[config.mk]
export PLATFORM = sky130hd
export DESIGN_NAME = ctv_value_window
export DESIGN_NICKNAME = d
export VERILOG_FILES = /design/src/core/ctv_pkg.sv /design/src/core/ctv_value_window.sv
export SDC_FILE = /design/constraint.sdc
export NUM_CORES = 1
export LEC_CHECK = 0
export BUFFER_PORTS_ARGS = -buffer_cell sky130_fd_sc_hd__buf_2
export CORE_MARGIN = 3
export CORE_UTILIZATION = 25
export DETAILED_ROUTE_END_ITERATION = 10
export GPL_ROUTABILITY_DRIVEN = 0
export SLEW_MARGIN = 30
export SYNTH_ARGS = -nofsm -noshare
export SYNTH_HDL_FRONTEND = slang
export SYNTH_SLANG_ARGS = --single-unit
[constraint.sdc]
create_clock -name clk -period 2.45 [get_ports clk]
set_input_delay 0.245 -clock clk [delete_from_list [all_inputs] [get_ports clk]]
set_output_delay 0.245 -clock clk [all_outputs]
set_load 0.05 [all_outputs]
[src/core/ctv_pkg.sv]
/*
  Constants for the calendar time and match value window block: access
  selects, pointer codes, slot indices and the implemented-bit masks of
  each packed BCD value register.
  Assumes a single 8-bit processor register port on one system clock.
*/
package ctv_pkg;

  // data and pointer widths
  localparam int unsigned DATA_W = 8;
  localparam int unsigned PTR_W  = 2;
  localparam int unsigned SLOT_W = 3;
  localparam int unsigned SLOTS  = 8;

  // access selects on the processor register port
  localparam logic [2:0] SEL_TIME_HIGH  = 3'h0;
  localparam logic [2:0] SEL_TIME_LOW   = 3'h1;
  localparam logic [2:0] SEL_MATCH_HIGH = 3'h2;
  localparam logic [2:0] SEL_MATCH_LOW  = 3'h3;
  localparam logic [2:0] SEL_TIME_PTR   = 3'h4;
  localparam logic [2:0] SEL_MATCH_PTR  = 3'h5;

  // pointer codes
  localparam logic [1:0] PTR_00    = 2'h0;
  localparam logic [1:0] PTR_01    = 2'h1;
  localparam logic [1:0] PTR_10    = 2'h2;
  localparam logic [1:0] PTR_11    = 2'h3;
  localparam logic [1:0] PTR_RESET = 2'h0;

  // slot index = {low window, pointer}
  localparam logic [2:0] SLOT_MINUTE  = 3'h0;
  localparam logic [2:0] SLOT_WEEKDAY = 3'h1;
  localparam logic [2:0] SLOT_MONTH   = 3'h2;
  localparam logic [2:0] SLOT_UNUSED  = 3'h3;
  localparam logic [2:0] SLOT_SECOND  = 3'h4;
  localparam logic [2:0] SLOT_HOUR    = 3'h5;
  localparam logic [2:0] SLOT_DAY     = 3'h6;
  localparam logic [2:0] SLOT_YEAR    = 3'h7;

  // implemented bits of each value register
  localparam logic [7:0] MASK_YEAR    = 8'hFF;  // tens 7:4, ones 3:0
  localparam logic [7:0] MASK_MONTH   = 8'h1F;  // tens 4, ones 3:0
  localparam logic [7:0] MASK_DAY     = 8'h3F;  // tens 5:4, ones 3:0
  localparam logic [7:0] MASK_WEEKDAY = 8'h07;  // digit 2:0
  localparam logic [7:0] MASK_HOUR    = 8'h3F;  // tens 5:4, ones 3:0
  localparam logic [7:0] MASK_MINUTE  = 8'h7F;  // tens 6:4, ones 3:0
  localparam logic [7:0] MASK_SECOND  = 8'h7F;  // tens 6:4, ones 3:0
  localparam logic [7:0] MASK_NONE    = 8'h00;

  localparam logic [7:0] RDATA_RESET  = 8'h00;

endpackage : ctv_pkg

[src/core/ctv_value_window.sv]
/*
  Calendar time and match value registers behind two pointer-selected
  windows each (high and low), with the two window pointers.
  Assumes the write-unlock bit and its unlock sequence live in the
  configuration logic beside this block, on the same system clock.
*/
// Summary of operation
// - year holds tens digit bits 7:4 and ones digit bits 3:0.
// - year writes land only while write-unlock is one.
// - month holds one tens bit at bit 4, ones digit bits 3:0.
// - day of month holds tens bits 5:4, ones digit bits 3:0.
// - weekday holds one digit in bits 2:0, zero to six.
// - hour holds tens bits 5:4, ones digit bits 3:0.
// - minute holds tens bits 6:4, ones digit bits 3:0.
// - second holds tens bits 6:4, ones digit bits 3:0.
// - month, day, weekday, hour writes need write-unlock set.
// - reserved time slot reads all zero.
// - unimplemented upper bits read as zero.
// - digit bits are undefined after reset until written.
// - match month mirrors month layout, writes need write-unlock.
// - match day mirrors day layout, writes need write-unlock.
// - match weekday mirrors weekday layout, writes need write-unlock.
// - match hour mirrors hour layout, writes need write-unlock.
// - time pointer selects pair; high-window access decrements it to zero.
// - match pointer selects pair; high-window access decrements it to zero.
// - software sets write-unlock by sequence; clear bit locks value writes.
`timescale 1ns/1ps
`default_nettype none

module ctv_value_window (
  input  wire logic       clk,               // system clock, 250 MHz
  input  wire logic       arst_n,            // asynchronous reset, active low
  input  wire logic [2:0] accessSel,         // window or pointer select
  input  wire logic       writeStrobe,       // one-cycle write request
  input  wire logic       readStrobe,        // one-cycle read request
  input  wire logic [7:0] writeData,         // write data
  input  wire logic       valueWriteUnlock,  // write-unlock level
  output logic      [7:0] readData,          // read data, valid after read
  output logic      [1:0] timeWindowPointer, // time window pointer
  output logic      [1:0] matchWindowPointer // match window pointer
);

  ////////////////////////////////////////////////////////////////////////
  // slot masks

  // zero mask marks a slot with no storage
  function automatic logic [7:0] slotMask(input logic isMatch, input logic [2:0] slot);
    logic [7:0] m;
    m = ctv_pkg::MASK_NONE;
    case (slot)
      ctv_pkg::SLOT_MINUTE:  m = isMatch ? ctv_pkg::MASK_NONE : ctv_pkg::MASK_MINUTE;
      ctv_pkg::SLOT_WEEKDAY: m = ctv_pkg::MASK_WEEKDAY;
      ctv_pkg::SLOT_MONTH:   m = ctv_pkg::MASK_MONTH;
      ctv_pkg::SLOT_SECOND:  m = isMatch ? ctv_pkg::MASK_NONE : ctv_pkg::MASK_SECOND;
      ctv_pkg::SLOT_HOUR:    m = ctv_pkg::MASK_HOUR;
      ctv_pkg::SLOT_DAY:     m = ctv_pkg::MASK_DAY;
      ctv_pkg::SLOT_YEAR:    m = isMatch ? ctv_pkg::MASK_NONE : ctv_pkg::MASK_YEAR;
      default:               m = ctv_pkg::MASK_NONE;
    endcase
    return m;
  endfunction : slotMask

  function automatic logic [1:0] ptrDown(input logic [1:0] p);
    return (p == ctv_pkg::PTR_00) ? ctv_pkg::PTR_00 : p - 2'h1;
  endfunction : ptrDown

  ////////////////////////////////////////////////////////////////////////
  // decode

  logic [7:0] timeMem  [ctv_pkg::SLOTS];
  logic [7:0] matchMem [ctv_pkg::SLOTS];
  logic [1:0] timePtr_r;
  logic [1:0] matchPtr_r;
  logic [7:0] readData_r;

  wire        selTimeHigh  = (accessSel == ctv_pkg::SEL_TIME_HIGH);
  wire        selTimeLow   = (accessSel == ctv_pkg::SEL_TIME_LOW);
  wire        selMatchHigh = (accessSel == ctv_pkg::SEL_MATCH_HIGH);
  wire        selMatchLow  = (accessSel == ctv_pkg::SEL_MATCH_LOW);
  wire        selTimeWin   = selTimeHigh | selTimeLow;
  wire        selMatchWin  = selMatchHigh | selMatchLow;
  wire        accessAny    = writeStrobe | readStrobe;
  wire [2:0]  timeSlot     = {selTimeLow, timePtr_r};
  wire [2:0]  matchSlot    = {selMatchLow, matchPtr_r};
  wire [7:0]  timeMask     = slotMask(1'b0, timeSlot);
  wire [7:0]  matchMask    = slotMask(1'b1, matchSlot);

  wire        timeWrite    = writeStrobe & selTimeWin & valueWriteUnlock;
  wire        matchWrite   = writeStrobe & selMatchWin & valueWriteUnlock;

  wire [7:0]  readMux      = selTimeWin  ? (timeMem[timeSlot] & timeMask)  :
                             selMatchWin ? (matchMem[matchSlot] & matchMask) :
                             (accessSel == ctv_pkg::SEL_TIME_PTR)  ? {6'h00, timePtr_r} :
                             (accessSel == ctv_pkg::SEL_MATCH_PTR) ? {6'h00, matchPtr_r} :
                             ctv_pkg::RDATA_RESET;

  wire [1:0]  timePtr_nxt  = (writeStrobe && accessSel == ctv_pkg::SEL_TIME_PTR) ?
                             writeData[1:0] :
                             (accessAny && selTimeHigh) ? ptrDown(timePtr_r) : timePtr_r;
  wire [1:0]  matchPtr_nxt = (writeStrobe && accessSel == ctv_pkg::SEL_MATCH_PTR) ?
                             writeData[1:0] :
                             (accessAny && selMatchHigh) ? ptrDown(matchPtr_r) : matchPtr_r;

  ////////////////////////////////////////////////////////////////////////
  // storage

  always_ff @(posedge clk) begin
    if (timeWrite) begin
      timeMem[timeSlot] <= writeData & timeMask;
    end
    if (matchWrite) begin
      matchMem[matchSlot] <= writeData & matchMask;
    end
  end

  always_ff @(posedge clk or negedge arst_n) begin
    if (!arst_n) begin
      timePtr_r  <= ctv_pkg::PTR_RESET;
      matchPtr_r <= ctv_pkg::PTR_RESET;
      readData_r <= ctv_pkg::RDATA_RESET;
    end else begin
      timePtr_r  <= timePtr_nxt;
      matchPtr_r <= matchPtr_nxt;
      if (readStrobe) begin
        readData_r <= readMux;
      end
    end
  end

  assign readData           = readData_r;
  assign timeWindowPointer  = timePtr_r;
  assign matchWindowPointer = matchPtr_r;

endmodule : ctv_value_window

`default_nettype wire

==> impl_summary.log <==
[metrics] post-placement cell area: 4600 sq um
[metrics] Crit. End Element: flop
[metrics] commonest cells after routing, fill and taps aside: edfxtp_1, nor2_1, buf_2
[metrics] Starting Density: 26.0%
[metrics] global router's overall resource usage: 11.1%
[metrics] Top-Level Pins: 28
[metrics] largest net degree at the start of global routing: 17
[metrics] Antenna Nets Post-Route: 0
[metrics] Unique masters post-synth: 40
[metrics] result of the run: finished clean
[metrics] total routed wirelength: 9480 microns
[metrics] CP Class: flop to flop
[metrics] Total Nets Final: 337
[metrics] crit path max-delay cell type: nor3_1
[metrics] Clk Tree Root Cell: clkbuf_16
[metrics] Area growth syn-to-layout: 17.6%
[metrics] share of power burned in the clock network: 33.2%
[metrics] height of the chip: 135 microns
[metrics] antenna violations before repair: 0
[metrics] Max-Cap Viols: 0
[metrics] Slew Viols, Final: 0
[metrics] Core Rows: 46
[metrics] combined area of all synthesized cells: 4190 sq um
[metrics] critical path arrival: 1.92 ns
[metrics] cell seen most often among critical-path stages: buf_4
[metrics] slew at the pin with the worst max-slew slack: 0.724 ns
[metrics] fraction of layout instances using a drive strength above 1: 22.7%
[metrics] critical path cell sequence: buf_4 -> nor3_1 -> buf_4
[metrics] fill cell count: 1606
[metrics] combinational share of power: 20.6%
[metrics] maximum fanout encountered on the critical timing path: 7
[metrics] number of DRC violations after detailed-routing iteration 0: 300
[metrics] vias in the first global route: 2647
[metrics] Worst setup SP type: flop
[metrics] timing endpoint of the critical path: timeMem[0][3]$_DFFE_PP_
[metrics] predominant post-synthesis flop cell: edfxtp_1
[metrics] Worst Skew: 0.00808 ns
[metrics] H-tree depth reported by CTS: 3
[metrics] core occupancy in the finished layout: 30.6%
[metrics] largest vdd supply drop: 0.416 mV
[metrics] largest buffer count on any clock path: 2
[metrics] critical path launch point: timeWindowPointer[0]$_DFFE_PN0P_
[metrics] Vias per Instance: 4.71
[metrics] Syn. warnings: 0
[metrics] synthesized netlist cell count: 279
[metrics] pwr/cell area: 896 nW/um^2
[metrics] register area share after synthesis: 68.8%
[metrics] Diodes inserted: 0
[metrics] wire length of the first global-routing pass: 15000 microns
[metrics] Reg-to-Reg Start: timeWindowPointer[0]$_DFFE_PN0P_
[metrics] final number of setup-violating endpoints: 0
[metrics] maximum operating frequency: 539 MHz
[metrics] clk_lat worst skew: 0.35 ns
[metrics] min-delay worst type: primary input to flop
[metrics] tightest hold margin: 0.197 ns
[metrics] wire length per cell: 17.6 microns
[metrics] power spent charging and discharging nets: 1270 uW
[metrics] standby leakage power: 0.00174 uW
[metrics] DRC: 0
[metrics] Hold Path Stages: 2
[metrics] grt ovf: 0
[metrics] floorplan die area: 18300 sq um
[metrics] number of enable flip-flop cells after synthesis: 86
[metrics] max incr delay on CP: 0.60 ns
[metrics] relative max-transition margin: 51.3%
[metrics] Worst R2R Setup Slack: 0.59 ns
[metrics] clock tree from TritonCTS: built
[metrics] clock tree sinks: 98
[metrics] Mapped Avg Cell Area: 15.0 sq um
[metrics] final worst-path cycle share: 75.8%
[metrics] most frequent standard cell in the layout excluding fill and tap cells: edfxtp_1
[metrics] detailed-placement wirelength estimate: 6800 microns
[metrics] CTS clock-pin slew for the worst setup and hold paths: 0.07 ns
[metrics] fraction of power spent switching nets: 28.7%
[metrics] final standard cell area without fillers: 4920 sq um
[metrics] required time of the critical path: 2.51 ns
[metrics] internal power contribution: 3150 uW
[metrics] count of buffers inserted at the top-level ports: 27
[metrics] end of the worst register-to-register path: timeMem[0][3]$_DFFE_PP_
[metrics] fraction of registers with async set or reset after synthesis: 12.2%
[metrics] depth of the worst register-to-register path: 3
[metrics] sequential share of power: 46.2%
[metrics] final worst path period need: 1.86 ns
[metrics] number of detailed-routing iterations run before antenna repair: 5
[metrics] Hold Fails Final Rpt: 0
[metrics] nets in the synthesized netlist: 299
[metrics] TritonCTS buffer count: 9
[metrics] Die X-Extent: 135 microns
[metrics] core area: 16100 sq um
[metrics] Synth Register Bits: 98
[metrics] sum of negative setup slack: 0 ns
[metrics] total number of vias: 2532
[metrics] setup repair after global routing missed its margin: no
## per-stage QoR
step                std cells  total power [uW]  setup WS, ns
finish                    538              4410         0.593
global route              538              4610         0.454
CTS                       538              4440         0.560
detailed placement        521              2990         0.340
global placement          521              2980         0.481
floorplan                 279              2740         0.376
## layer usage
metal  track usage, %  share of wire [%]  wire length [microns]
met1             14.3                 43                   4050
met5                0                  0                      0
met3             2.97                6.5                    620
met2             17.2                 47                   4440
met4             5.71                3.9                    371
## kinds of logic (layout without fill, tap and decap cells)
kind of cell	after synthesis	count (layout)	share of synthesized area [%]
AO/OA/AOI/OAI	49	49	7.71
adder cells (fa/ha/maj)	4	4	1.19
buffers and inverters	24	67	2.90
multiplexers	28	28	10.9
flip-flops	98	98	68.8
AND/OR/NAND/NOR	76	76	8.48
## worst min-delay path by stage
stage                             from                                 to  slack, ns
after global placement          arst_n            readData[6]$_DFFE_PN0P_       0.14
after CTS                 writeData[7]            timeMem[7][7]$_DFFE_PP_       0.20
final                     writeData[7]            timeMem[7][7]$_DFFE_PP_       0.20
after global routing      writeData[7]            timeMem[7][7]$_DFFE_PP_       0.19
after detailed placement        arst_n            readData[7]$_DFFE_PN0P_       0.15
after floorplan                 arst_n  matchWindowPointer[0]$_DFFE_PN0P_      -0.05
## worst max-delay path: cells and delay by family, from the launching register on
family	cells	cell delay (ns)
AND/OR/NAND/NOR	1	0.60
buffers and inverters	2	0.49
flip-flops	1	0.49
## sequential cells by signal, summed over array words and instances, names as in the netlist
name	flops
matchMem	44
timeMem	42
readData	8
matchWindowPointer	2
timeWindowPointer	2
## Yosys cell counts (2+ instances only)
library cell	count	area share, %
nor2_1	29	2.6
o21ai_0	8	0.96
o21a_1	2	0.36
o221ai_1	6	1.3
o22ai_1	2	0.30
ha_1	4	1.2
o211a_1	3	0.72
nor2b_1	6	0.90
mux2i_1	13	3.1
nand3_1	3	0.36
a21oi_1	15	1.8
buf_2	4	0.48
o21ai_1	2	0.24
nand2b_1	3	0.45
clkbuf_1	5	0.45
dfrtp_1	12	7.2
nand2_1	14	1.3
edfxtp_1	86	62
a21boi_0	2	0.36
buf_6	3	0.81
mux4_2	14	7.5
a32oi_1	2	0.42
or2_2	2	0.30
inv_1	10	0.90
nor3_1	13	1.6
nor4_1	2	0.30
## cell type report
cell class | instances | area, sq um | share of cell area, %
timing repair buffer | 40 | 235 | 4.78
clock inverter | 6 | 81.3 | 1.65
sequential | 98 | 2880 | 58.5
tap | 216 | 270 | 5.49
multi-input combinational | 157 | 1180 | 24.1
clock buffer | 10 | 229 | 4.65
inverter | 11 | 41.3 | 0.838
## power groups by stage
stage,logic (uW),registers (uW),clock network (uW)
3_5_place_dp,916,2070,0
3_3_place_gp,906,2070,0
6_report,911,2040,1460
5_1_grt,996,2050,1560
4_1_cts,921,2040,1480
2_1_floorplan,570,2170,0
## repair_timing
action,in CTS,in global routing
resized for setup,0,0
setup endpoints to repair,0,0
buffers inserted,0,0
hold buffers,1,0
hold endpoints to repair,12,0
Note: power is estimated with default switching activity, not from simulation.
